===== config.mk =====
export PLATFORM = sky130hd
export DESIGN_NAME = pgs_panel
export DESIGN_NICKNAME = d
export VERILOG_FILES = /design/src/core/pgs_pkg.sv /design/src/core/pgs_debounce.sv /design/src/core/pgs_panel.sv
export SDC_FILE = /design/constraint.sdc
export NUM_CORES = 1
export LEC_CHECK = 0
export BUFFER_PORTS_ARGS = -buffer_cell sky130_fd_sc_hd__buf_4
export CAP_MARGIN = 20
export CORE_MARGIN = 2
export CORE_UTILIZATION = 30
export DETAILED_ROUTE_END_ITERATION = 12
export GPL_ROUTABILITY_DRIVEN = 0
export PLACE_DENSITY = 0.54
export RECOVER_POWER = 50
export SLEW_MARGIN = 40
export SYNTH_ARGS = -nofsm -noshare
export SYNTH_HDL_FRONTEND = slang
export SYNTH_SLANG_ARGS = --single-unit
export TNS_END_PERCENT = 1

===== constraint.sdc =====
create_clock -name clk -period 2.9 [get_ports clk]
set_clock_uncertainty 0.05 [all_clocks]
set_input_delay 0.58 -clock clk [delete_from_list [all_inputs] [get_ports clk]]
set_output_delay 0.58 -clock clk [all_outputs]
set_load 0.03 [all_outputs]

===== src/core/pgs_pkg.sv =====
/*
 * Constants, register map and enumerations for the panel gain stage
 * selector. Assumes a 100 MHz system clock and an APB register bus.
 */
package pgs_pkg;

    // ------------------------------------------------------------
    // Timing
    // ------------------------------------------------------------
    localparam int CLK_HZ        = 100_000_000;
    localparam int HOLD_MS       = 2000;
    localparam int HOLD_CYCLES   = HOLD_MS * (CLK_HZ / 1000);
    localparam int FLASH_MS      = 250;
    localparam int FLASH_CYCLES  = FLASH_MS * (CLK_HZ / 1000);
    localparam int DEBOUNCE_US   = 5000;
    localparam int DEBOUNCE_CYCLES = DEBOUNCE_US * (CLK_HZ / 1_000_000);
    localparam int CNT_W         = 28;

    // ------------------------------------------------------------
    // Register map (byte addresses)
    // ------------------------------------------------------------
    localparam logic [7:0] CTRL_ADDR    = 8'h00;
    localparam logic [7:0] PLUGIN_ADDR  = 8'h04;
    localparam logic [7:0] STATUS_ADDR  = 8'h08;
    localparam logic [7:0] EVENT_ADDR   = 8'h0c;

    // CTRL fields
    localparam int CTRL_LINK_BIT     = 0;
    // PLUGIN fields: per channel present, enabled, three-stage
    localparam int PLG_PRES0_BIT     = 0;
    localparam int PLG_EN0_BIT       = 1;
    localparam int PLG_THREE0_BIT    = 2;
    localparam int PLG_PRES1_BIT     = 4;
    localparam int PLG_EN1_BIT       = 5;
    localparam int PLG_THREE1_BIT    = 6;
    // Host stage write: bit 8 strobe-on-write, bits 10:9 stage
    localparam int PLG_STG_WR_BIT    = 8;
    localparam int PLG_STG_LSB       = 9;

    // Reset values
    localparam logic [31:0] CTRL_RESET   = 32'h0000_0000;
    localparam logic [31:0] PLUGIN_RESET = 32'h0000_0000;

    // ------------------------------------------------------------
    // Encodings
    // ------------------------------------------------------------
    localparam logic [1:0] STAGE_ONE   = 2'h0;
    localparam logic [1:0] STAGE_TWO   = 2'h1;
    localparam logic [1:0] STAGE_THREE = 2'h2;

    localparam logic [1:0] RING_GREEN  = 2'h0;
    localparam logic [1:0] RING_ORANGE = 2'h1;
    localparam logic [1:0] RING_AMBER  = 2'h2;

    typedef enum logic [1:0] {
        PGS_PANEL_IDLE,
        PGS_PANEL_INPUT,
        PGS_PANEL_STAGE
    } pgs_panel_t;

endpackage


===== src/core/pgs_debounce.sv =====
/*
 * Synchroniser and debouncer for one front-panel push switch.
 * Assumes a raw, bouncing, active-high switch level from a pin.
 */
`timescale 1ns/10ps
module pgs_debounce
    import pgs_pkg::*;
#(
    parameter int DEBOUNCE_COUNT = DEBOUNCE_CYCLES
) (
    // Clock and reset
    input  wire logic clk,
    input  wire logic resetn,
    // Switch
    input  wire logic raw,
    output logic      level
);

    logic             sync_a;
    logic             sync_b;
    logic [CNT_W-1:0] cnt;
    logic [CNT_W-1:0] next_cnt;
    logic             next_level;

    // ------------------------------------------------------------
    // Filter
    // ------------------------------------------------------------
    always_comb begin
        next_cnt   = '0;
        next_level = level;
        if (sync_b != level) begin
            if (cnt == CNT_W'(DEBOUNCE_COUNT - 1)) begin
                next_level = sync_b;
            end else begin
                next_cnt = cnt + CNT_W'(1);
            end
        end
    end

    always_ff @(posedge clk or negedge resetn) begin
        if (!resetn) begin
            sync_a <= 1'b0;
            sync_b <= 1'b0;
            cnt    <= '0;
            level  <= 1'b0;
        end else begin
            sync_a <= raw;
            sync_b <= sync_a;
            cnt    <= next_cnt;
            level  <= next_level;
        end
    end

endmodule


===== src/core/pgs_panel.sv =====
/*
 * Front-panel gain stage selector: channel select, stage cycle mode,
 * channel indicators and ring colour, with an APB register slave.
 * Assumes raw switch pins and host software writing plug-in state.
 */
// Implementation choices: the register offsets and the APB slave port.
// Behaviour
// - Ring is orange when the selected channel holds an emulation plug-in in input mode.
// - Emulation ring colour shows only in input mode on the plug-in's channel.
// - A disabled plug-in returns the ring to green.
// - In input mode each input-mode button press alternates the channel.
// - In input mode a short knob press also alternates the channel.
// - The selected channel's indicator is lit, both when stereo-linked.
// - In input mode a two-second knob hold with an enabled plug-in present enters stage cycle mode.
// - Stage cycle mode is active on at most one channel.
// - The selected channel's indicator flashes in stage cycle mode.
// - Before stage cycle mode the knob controls only stage one.
// - Each short press in stage cycle mode advances the stage over two or three.
// - Ring is orange, amber, green for stages one, two, three.
// - Hold, plug-in loss or a button channel change leaves stage cycle mode.
// - Leaving stage cycle mode restores toggling, steady LED and stage one.
// - Knob stage and plug-in stage stay mirrored both ways.
`timescale 1ns/10ps
module pgs_panel
    import pgs_pkg::*;
#(
    parameter int HOLD_COUNT     = HOLD_CYCLES,
    parameter int FLASH_COUNT    = FLASH_CYCLES,
    parameter int DEBOUNCE_COUNT = DEBOUNCE_CYCLES
) (
    // Clock and reset
    input  wire logic        clk,
    input  wire logic        resetn,
    // APB slave
    input  wire logic        psel,
    input  wire logic        penable,
    input  wire logic        pwrite,
    input  wire logic [7:0]  paddr,
    input  wire logic [31:0] pwdata,
    output logic [31:0]      prdata,
    output logic             pready,
    output logic             pslverr,
    // Panel pins
    input  wire logic        knob_switch,
    input  wire logic        input_mode_switch,
    output logic             first_channel_indicator,
    output logic             second_channel_indicator,
    output logic [1:0]       ring_colour,
    // Controlled stage for the host mirror
    output logic [1:0]       knob_stage,
    output logic             stage_mode
);

    logic             knob_lvl;
    logic             btn_lvl;
    logic             knob_d;
    logic             btn_d;
    logic             next_knob_d;
    logic             next_btn_d;
    logic [31:0]      ctrl;
    logic [31:0]      plugin;
    logic [31:0]      next_ctrl;
    logic [31:0]      next_plugin;
    logic [31:0]      next_prdata;
    logic             next_pready;
    logic             next_pslverr;
    pgs_panel_t       state;
    pgs_panel_t       next_state;
    logic             sel;
    logic             next_sel;
    logic             stg_ch;
    logic             next_stg_ch;
    logic [1:0]       stage;
    logic [1:0]       next_stage;
    logic [CNT_W-1:0] hold_cnt;
    logic [CNT_W-1:0] next_hold_cnt;
    logic             held;
    logic             next_held;
    logic [CNT_W-1:0] flash_cnt;
    logic [CNT_W-1:0] next_flash_cnt;
    logic             blink;
    logic             next_blink;
    logic             next_ind1;
    logic             next_ind2;
    logic [1:0]       next_ring;
    logic             pres_sel;
    logic             en_sel;
    logic             three_sel;
    logic             stg_ok;
    logic             knob_rel;
    logic             btn_press;
    logic             hold_hit;
    logic             host_wr;
    logic             access;
    logic             commit;

    // ------------------------------------------------------------
    // Switch inputs
    // ------------------------------------------------------------
    pgs_debounce #(.DEBOUNCE_COUNT(DEBOUNCE_COUNT)) u_knob (
        .clk    (clk),
        .resetn (resetn),
        .raw    (knob_switch),
        .level  (knob_lvl)
    );

    pgs_debounce #(.DEBOUNCE_COUNT(DEBOUNCE_COUNT)) u_btn (
        .clk    (clk),
        .resetn (resetn),
        .raw    (input_mode_switch),
        .level  (btn_lvl)
    );

    // ------------------------------------------------------------
    // Plug-in state of the selected and stage channels
    // ------------------------------------------------------------
    always_comb begin
        pres_sel  = sel ? plugin[PLG_PRES1_BIT]  : plugin[PLG_PRES0_BIT];
        en_sel    = sel ? plugin[PLG_EN1_BIT]    : plugin[PLG_EN0_BIT];
        three_sel = stg_ch ? plugin[PLG_THREE1_BIT]
                           : plugin[PLG_THREE0_BIT];
        stg_ok    = stg_ch ? (plugin[PLG_PRES1_BIT] & plugin[PLG_EN1_BIT])
                           : (plugin[PLG_PRES0_BIT] & plugin[PLG_EN0_BIT]);
    end

    // ------------------------------------------------------------
    // APB slave
    // ------------------------------------------------------------
    always_comb begin
        access       = psel & penable & ~pready;
        commit       = psel & penable & pready & pwrite;
        next_pready  = access;
        next_pslverr = 1'b0;
        next_prdata  = '0;
        next_ctrl    = ctrl;
        next_plugin  = plugin;
        host_wr      = 1'b0;
        if (access) begin
            unique case (paddr)
                CTRL_ADDR:   next_prdata = ctrl;
                PLUGIN_ADDR: next_prdata = plugin;
                STATUS_ADDR: begin
                    next_prdata = {26'h0, state == PGS_PANEL_STAGE,
                                   stg_ch, stage, sel,
                                   state != PGS_PANEL_IDLE};
                end
                EVENT_ADDR: begin
                    next_prdata = {30'h0, btn_lvl, knob_lvl};
                end
                default: begin
                    next_pslverr = 1'b1;
                end
            endcase
        end
        // Writes land on the completing edge
        if (commit && paddr == CTRL_ADDR) begin
            next_ctrl = pwdata;
        end
        if (commit && paddr == PLUGIN_ADDR) begin
            next_plugin = pwdata;
            host_wr     = pwdata[PLG_STG_WR_BIT];
        end
        next_plugin[PLG_STG_WR_BIT] = 1'b0;
    end

    // ------------------------------------------------------------
    // Press, release and hold detection
    // ------------------------------------------------------------
    always_comb begin
        next_knob_d   = knob_lvl;
        next_btn_d    = btn_lvl;
        btn_press     = btn_lvl & ~btn_d;
        hold_hit      = knob_lvl & ~held
                        & (hold_cnt == CNT_W'(HOLD_COUNT - 1));
        knob_rel      = ~knob_lvl & knob_d & ~held;
        next_hold_cnt = '0;
        next_held     = 1'b0;
        if (knob_lvl) begin
            next_held     = held | hold_hit;
            next_hold_cnt = hold_hit || held ? hold_cnt
                                             : hold_cnt + CNT_W'(1);
        end
    end

    // ------------------------------------------------------------
    // Panel mode, channel and stage
    // ------------------------------------------------------------
    always_comb begin
        next_state  = state;
        next_sel    = sel;
        next_stg_ch = stg_ch;
        next_stage  = stage;
        unique case (state)
            PGS_PANEL_IDLE: begin
                if (btn_press) next_state = PGS_PANEL_INPUT;
            end
            PGS_PANEL_INPUT: begin
                next_stage = STAGE_ONE;
                if (btn_press || knob_rel) begin
                    next_sel = ~sel;
                end else if (hold_hit && pres_sel && en_sel) begin
                    next_state  = PGS_PANEL_STAGE;
                    next_stg_ch = sel;
                end
            end
            PGS_PANEL_STAGE: begin
                if (btn_press || hold_hit || !stg_ok) begin
                    next_state = PGS_PANEL_INPUT;
                    next_stage = STAGE_ONE;
                    if (btn_press) next_sel = ~sel;
                end else if (host_wr && pwdata[PLG_STG_LSB +: 2]
                             <= (three_sel ? STAGE_THREE : STAGE_TWO)) begin
                    next_stage = pwdata[PLG_STG_LSB +: 2];
                end else if (knob_rel) begin
                    if (stage == STAGE_ONE) begin
                        next_stage = STAGE_TWO;
                    end else if (stage == STAGE_TWO && three_sel) begin
                        next_stage = STAGE_THREE;
                    end else begin
                        next_stage = STAGE_ONE;
                    end
                end
            end
        endcase
    end

    // ------------------------------------------------------------
    // Indicators and ring
    // ------------------------------------------------------------
    always_comb begin
        next_flash_cnt = flash_cnt + CNT_W'(1);
        next_blink     = blink;
        if (flash_cnt == CNT_W'(FLASH_COUNT - 1)) begin
            next_flash_cnt = '0;
            next_blink     = ~blink;
        end
        next_ind1 = ~sel | ctrl[CTRL_LINK_BIT];
        next_ind2 = sel | ctrl[CTRL_LINK_BIT];
        if (next_state == PGS_PANEL_STAGE) begin
            if (next_sel) next_ind2 = blink;
            else          next_ind1 = blink;
        end
        next_ring = RING_GREEN;
        if (next_state == PGS_PANEL_STAGE) begin
            unique case (next_stage)
                STAGE_TWO:   next_ring = RING_AMBER;
                STAGE_THREE: next_ring = RING_GREEN;
                default:     next_ring = RING_ORANGE;
            endcase
        end else if (next_state == PGS_PANEL_INPUT
                     && pres_sel && en_sel && next_sel == sel) begin
            next_ring = RING_ORANGE;
        end
    end

    always_ff @(posedge clk or negedge resetn) begin
        if (!resetn) begin
            prdata    <= '0;
            pready    <= 1'b0;
            pslverr   <= 1'b0;
            ctrl      <= CTRL_RESET;
            plugin    <= PLUGIN_RESET;
            knob_d    <= 1'b0;
            btn_d     <= 1'b0;
            hold_cnt  <= '0;
            held      <= 1'b0;
            state     <= PGS_PANEL_IDLE;
            sel       <= 1'b0;
            stg_ch    <= 1'b0;
            stage     <= STAGE_ONE;
            flash_cnt <= '0;
            blink     <= 1'b0;
            first_channel_indicator  <= 1'b0;
            second_channel_indicator <= 1'b0;
            ring_colour <= RING_GREEN;
            knob_stage  <= STAGE_ONE;
            stage_mode  <= 1'b0;
        end else begin
            prdata    <= next_prdata;
            pready    <= next_pready;
            pslverr   <= next_pslverr;
            ctrl      <= next_ctrl;
            plugin    <= next_plugin;
            knob_d    <= next_knob_d;
            btn_d     <= next_btn_d;
            hold_cnt  <= next_hold_cnt;
            held      <= next_held;
            state     <= next_state;
            sel       <= next_sel;
            stg_ch    <= next_stg_ch;
            stage     <= next_stage;
            flash_cnt <= next_flash_cnt;
            blink     <= next_blink;
            first_channel_indicator  <= next_ind1;
            second_channel_indicator <= next_ind2;
            ring_colour <= next_ring;
            knob_stage  <= next_stage;
            stage_mode  <= next_state == PGS_PANEL_STAGE;
        end
    end

endmodule


==> metrics.txt <==
# TYPE chip_impl_metric gauge
chip_impl_info{name="status",value="finished, violations left"} 1
chip_impl_info{name="synth_top_family_by_area",value="simple AND/OR/NAND/NOR gates"} 1
chip_impl_metric{name="synth_compound_gate_area_share",unit="%"} 3.565
chip_impl_metric{name="clk_latency",unit="ns"} 0.52
chip_impl_metric{name="cp_num_buf_inv",unit=""} 0
chip_impl_metric{name="number_of_fill_cells",unit=""} 3393
chip_impl_metric{name="cts-hold-fix-buffers",unit=""} 1
chip_impl_metric{name="setup-tns-final",unit="ns"} 0
chip_impl_metric{name="synth_cells",unit=""} 938
chip_impl_metric{name="critPathRequiredTime",unit="ns"} 3.26
chip_impl_info{name="critical_path.slowest_cell",value="sky130_fd_sc_hd__or4b_4"} 1
chip_impl_metric{name="post-route-drc-count",unit=""} 0
chip_impl_metric{name="dpl_worst_slack",unit="ns"} 0.3243
chip_impl_metric{name="yosys.area_share.simple",unit="%"} 19.63
chip_impl_metric{name="syn-mean-instance-area",unit="sq um"} 11.19
chip_impl_metric{name="track_usage",unit="%"} 12.48
chip_impl_metric{name="final.setup.worst_slack",unit="ns"} 0.3056
chip_impl_metric{name="powerDensity",unit="nW/um^2"} 519.1
chip_impl_metric{name="cts_repair_resize_count",unit=""} 0
chip_impl_metric{name="maximum_number_of_pins_on_one_net_before_global_route_repair",unit=""} 62
chip_impl_metric{name="ioPinCount",unit=""} 88
chip_impl_metric{name="routed_wirelength",unit="um"} 22260
chip_impl_metric{name="synth-adder-area-share",unit="%"} 1.192
chip_impl_metric{name="synth_fp_nets",unit=""} 995
chip_impl_metric{name="min_period_over_period",unit="%"} 89.46
chip_impl_metric{name="dr.first_iter.drc_count",unit=""} 317
chip_impl_metric{name="grt_pass1_wl",unit="um"} 37160
chip_impl_metric{name="postSynthRegisterBits",unit=""} 230
chip_impl_info{name="rr_startpoint",value="hold_cnt[9]"} 1
chip_impl_metric{name="floorplan.initialDensity",unit="%"} 30.45
chip_impl_info{name="crit_family",value="simple AND/OR/NAND/NOR gates"} 1
chip_impl_info{name="yosys_most_used_dff",value="sky130_fd_sc_hd__dfrtp_1"} 1
chip_impl_info{name="cts_tree",value="yes"} 1
chip_impl_metric{name="hold_viol",unit=""} 0
chip_impl_metric{name="postSynth.asyncResetShare",unit="%"} 100.0
chip_impl_metric{name="detail-route-antenna-nets",unit=""} 0
chip_impl_metric{name="whs_path_depth",unit=""} 1
chip_impl_metric{name="cell_internal_pwr",unit="uW"} 5097
chip_impl_metric{name="seqCellArea",unit="sq um"} 5756
chip_impl_metric{name="vdd.ir_drop.worst",unit="mV"} 0.4027
chip_impl_info{name="crit_chain",value="or4b_4 > nor4_4 > a21o_1 > a21oi_1 > xor2_1 > and2_1"} 1
chip_impl_info{name="timing.setup.critical_path_class",value="reg -> reg"} 1
chip_impl_metric{name="cap_violations",unit=""} 1
chip_impl_metric{name="synthesis.area",unit="sq um"} 10490
chip_impl_metric{name="maximum_count_of_clock_buffers_along_a_single_path",unit=""} 3
chip_impl_metric{name="die-area",unit="sq um"} 36490
chip_impl_metric{name="netSwitchingFraction",unit="%"} 21.74
chip_impl_metric{name="cts_post_setup_buffers_inserted",unit=""} 0
chip_impl_info{name="hold_path_end",value="u_knob.sync_a"} 1
chip_impl_metric{name="worst-r2r-cell-count",unit=""} 6
chip_impl_info{name="most-common-layout-cells",value="sky130_fd_sc_hd__dfrtp_1, sky130_fd_sc_hd__nor2_1, sky130_fd_sc_hd__buf_4, sky130_fd_sc_hd__mux2_2"} 1
chip_impl_metric{name="total_clock_buffers_created_by_cts",unit=""} 25
chip_impl_metric{name="fin_cells",unit=""} 1514
chip_impl_metric{name="crit_fanout",unit=""} 9
chip_impl_metric{name="cp_slowest_stage_delay",unit="ns"} 0.57
chip_impl_metric{name="die_outline_width",unit="um"} 191.0
chip_impl_metric{name="combinationalPowerShare",unit="%"} 3.1
chip_impl_metric{name="synth.area.mux_share",unit="%"} 10.72
chip_impl_metric{name="max_freq",unit="MHz"} 385.5
chip_impl_info{name="hold_path.startpoint",value="knob_switch"} 1
chip_impl_metric{name="number_of_antenna_violations_at_the_first_check_in_global_routing",unit=""} 0
chip_impl_info{name="failed_checks",value="capacitance limit, slew limit"} 1
chip_impl_info{name="worstHoldPathType",value="in -> reg"} 1
chip_impl_metric{name="antenna_cells_inserted",unit=""} 0
chip_impl_metric{name="relSlewSlack",unit="%"} -7.131
chip_impl_info{name="clock-root-buffer",value="sky130_fd_sc_hd__clkbuf_16"} 1
chip_impl_metric{name="power.leakage",unit="uW"} 0.005739
chip_impl_info{name="cp-end-kind",value="register"} 1
chip_impl_metric{name="multi_input_combinational_cell_area",unit="sq um"} 4556
chip_impl_metric{name="vias_per_cell",unit=""} 4.666
chip_impl_metric{name="ys_types",unit=""} 58
chip_impl_metric{name="buffer_ports.inserted",unit=""} 87
chip_impl_metric{name="fraction_of_the_yosys_area_taken_by_sequential_cells",unit="%"} 54.85
chip_impl_info{name="grt_setup_unrepaired",value="no"} 1
chip_impl_metric{name="yosys.area_share.xor_xnor",unit="%"} 8.263
chip_impl_info{name="r2r_end",value="hold_cnt[18]"} 1
chip_impl_metric{name="first_global_vias",unit=""} 7218
chip_impl_metric{name="clock_sinks",unit=""} 230
chip_impl_metric{name="final_period_minus_worst_setup_slack",unit="ns"} 2.594
chip_impl_metric{name="routed-via-count",unit=""} 7064
chip_impl_metric{name="route.detailed.wl_per_inst",unit="um"} 14.70
chip_impl_metric{name="power_switching",unit="uW"} 1416
chip_impl_metric{name="critical_path_arrival",unit="ns"} 2.95
chip_impl_metric{name="nets",unit=""} 1098
chip_impl_info{name="timing.critical_path.from_type",value="register"} 1
chip_impl_metric{name="setup_viol",unit=""} 0
chip_impl_metric{name="dpl.hpwl",unit="um"} 15110
chip_impl_metric{name="first_pass_iters",unit=""} 5
chip_impl_metric{name="overflow",unit=""} 0
chip_impl_metric{name="hold_slack",unit="ns"} 0.1404
chip_impl_metric{name="die_height",unit="um"} 191.0
chip_impl_info{name="layout_commonest_cell",value="sky130_fd_sc_hd__dfrtp_1"} 1
chip_impl_metric{name="floorplan.core_area",unit="sq um"} 34460
chip_impl_metric{name="cp.depth",unit=""} 6
chip_impl_metric{name="synth-edff-count",unit=""} 0
chip_impl_metric{name="worstMarginPinSlew",unit="ns"} 1.607
chip_impl_metric{name="p_clk_share",unit="%"} 47.2
chip_impl_metric{name="number_of_instances_in_the_placed_design",unit=""} 1468
chip_impl_metric{name="yosysWarningCount",unit=""} 0
chip_impl_metric{name="cts.reportedPaths.clkPinSlew",unit="ns"} 0.06
chip_impl_metric{name="htree_num_levels",unit=""} 1
chip_impl_metric{name="synthToLayoutAreaGrowth",unit="%"} 19.55
chip_impl_metric{name="num_rows",unit=""} 68
chip_impl_metric{name="post-route-util",unit="%"} 36.41
chip_impl_metric{name="final-max-slew-violation-count",unit=""} 61
chip_impl_metric{name="pwr-share-seq",unit="%"} 49.7
chip_impl_metric{name="r2r_slack",unit="ns"} 0.31
chip_impl_metric{name="post_route_cells_drive_above_1_share",unit="%"} 20.77
power by group through the flow:
stage | Clock [uW] | Combinational, uW | Sequential (uW)
floorplan | 0 | 55.8 | 3300
global placement | 0 | 209 | 3290
detailed placement | 0 | 211 | 3290
CTS | 3170 | 213 | 3230
global route | 3300 | 230 | 3230
finish | 3080 | 201 | 3240
metal layers:
layer	up-vias	share of wire (%)	track usage [%]
li1	3445	-	-
met4	0	1.9	3.369
met1	3486	48	17.35
met5	-	0	0
met3	33	3.4	1.634
met2	100	46	20.44
Yosys cell counts, types with 2 or more instances:
library cell | count | area [sq um]
sky130_fd_sc_hd__dfrtp_1 | 230 | 5756
sky130_fd_sc_hd__nor2_1 | 135 | 506.7
sky130_fd_sc_hd__mux2_2 | 65 | 732.0
sky130_fd_sc_hd__nand2_1 | 55 | 206.5
sky130_fd_sc_hd__xor2_1 | 55 | 481.7
sky130_fd_sc_hd__nand3_1 | 50 | 250.2
sky130_fd_sc_hd__xnor2_1 | 44 | 385.4
sky130_fd_sc_hd__mux2i_1 | 37 | 370.4
sky130_fd_sc_hd__and2_1 | 31 | 193.9
sky130_fd_sc_hd__nand4_1 | 29 | 181.4
sky130_fd_sc_hd__clkbuf_1 | 24 | 90.09
sky130_fd_sc_hd__a21oi_1 | 16 | 80.08
sky130_fd_sc_hd__inv_1 | 16 | 60.06
sky130_fd_sc_hd__nor3_1 | 16 | 80.08
sky130_fd_sc_hd__and3_1 | 15 | 93.84
sky130_fd_sc_hd__and4_1 | 11 | 96.34
sky130_fd_sc_hd__ha_1 | 10 | 125.1
sky130_fd_sc_hd__nor4_1 | 10 | 62.56
sky130_fd_sc_hd__nor2b_1 | 9 | 56.30
sky130_fd_sc_hd__o21ai_0 | 7 | 35.03
sky130_fd_sc_hd__a211oi_1 | 6 | 45.04
sky130_fd_sc_hd__buf_1 | 6 | 22.52
sky130_fd_sc_hd__nand3b_1 | 6 | 45.04
sky130_fd_sc_hd__nand2b_1 | 4 | 25.02
sky130_fd_sc_hd__nand4b_1 | 4 | 35.03
sky130_fd_sc_hd__a211o_1 | 3 | 26.28
sky130_fd_sc_hd__a21o_1 | 3 | 22.52
sky130_fd_sc_hd__or3_1 | 3 | 18.77
sky130_fd_sc_hd__or4bb_1 | 3 | 33.78
sky130_fd_sc_hd__buf_4 | 2 | 15.01
sky130_fd_sc_hd__nor3b_1 | 2 | 15.01
sky130_fd_sc_hd__nor4_4 | 2 | 42.54
sky130_fd_sc_hd__nor4b_1 | 2 | 17.52
sky130_fd_sc_hd__o2bb2ai_1 | 2 | 17.52
sky130_fd_sc_hd__or4b_2 | 2 | 20.02
cells by family (layout without fill, tap and decap cells):
family	Yosys count	count (layout)
simple gates	397	397
flops	230	230
mux	103	103
xor+xnor	99	99
compound gates	51	51
buf+inv	48	169
fa+ha+maj	10	10
flip-flops by register name, indices dropped and copies added, names as in the netlist, 2 cells and up:
register	cells
plugin	31
state	2
hold_cnt	28
ctrl	32
stage	2
flash_cnt	28
prdata	32
u_btn.cnt	28
u_knob.cnt	28
ring_colour	2
per-stage QoR:
step                      total power, uW  area (sq um)
after CTS                            6621         12570
after global placement               3503         11780
after global routing                 6765         12550
after detailed placement             3505         11780
after floorplan                      3351         10490
final                                6513         12550
area by class of cell:
cell class | count | share of cell area (%)
well taps | 455 | 4.538
inverters | 16 | 0.4787
clock buffers | 34 | 5.336
flip-flops and latches | 230 | 45.88
repair buffers | 108 | 6.512
clock inverters | 11 | 0.9474
multi-input cells | 660 | 36.31
worst reg2reg max path: stages (launching register included):
cell,delay (ns)
sky130_fd_sc_hd__dfrtp_1,0.44
sky130_fd_sc_hd__or4b_4,0.57
sky130_fd_sc_hd__nor4_4,0.51
sky130_fd_sc_hd__a21o_1,0.42
sky130_fd_sc_hd__a21oi_1,0.16
sky130_fd_sc_hd__xor2_1,0.16
sky130_fd_sc_hd__and2_1,0.16
worst max-delay path by stage:
stage,slack [ns],startpoint,end
floorplan,0.60,hold_cnt[9],ring_colour[0]
global placement,0.35,hold_cnt[9],hold_cnt[18]
detailed placement,0.32,hold_cnt[9],hold_cnt[18]
CTS,0.30,hold_cnt[9],hold_cnt[18]
global route,0.12,resetn,prdata[8]
finish,0.31,hold_cnt[9],hold_cnt[18]
Note: power is estimated with default switching activity, not from simulation.
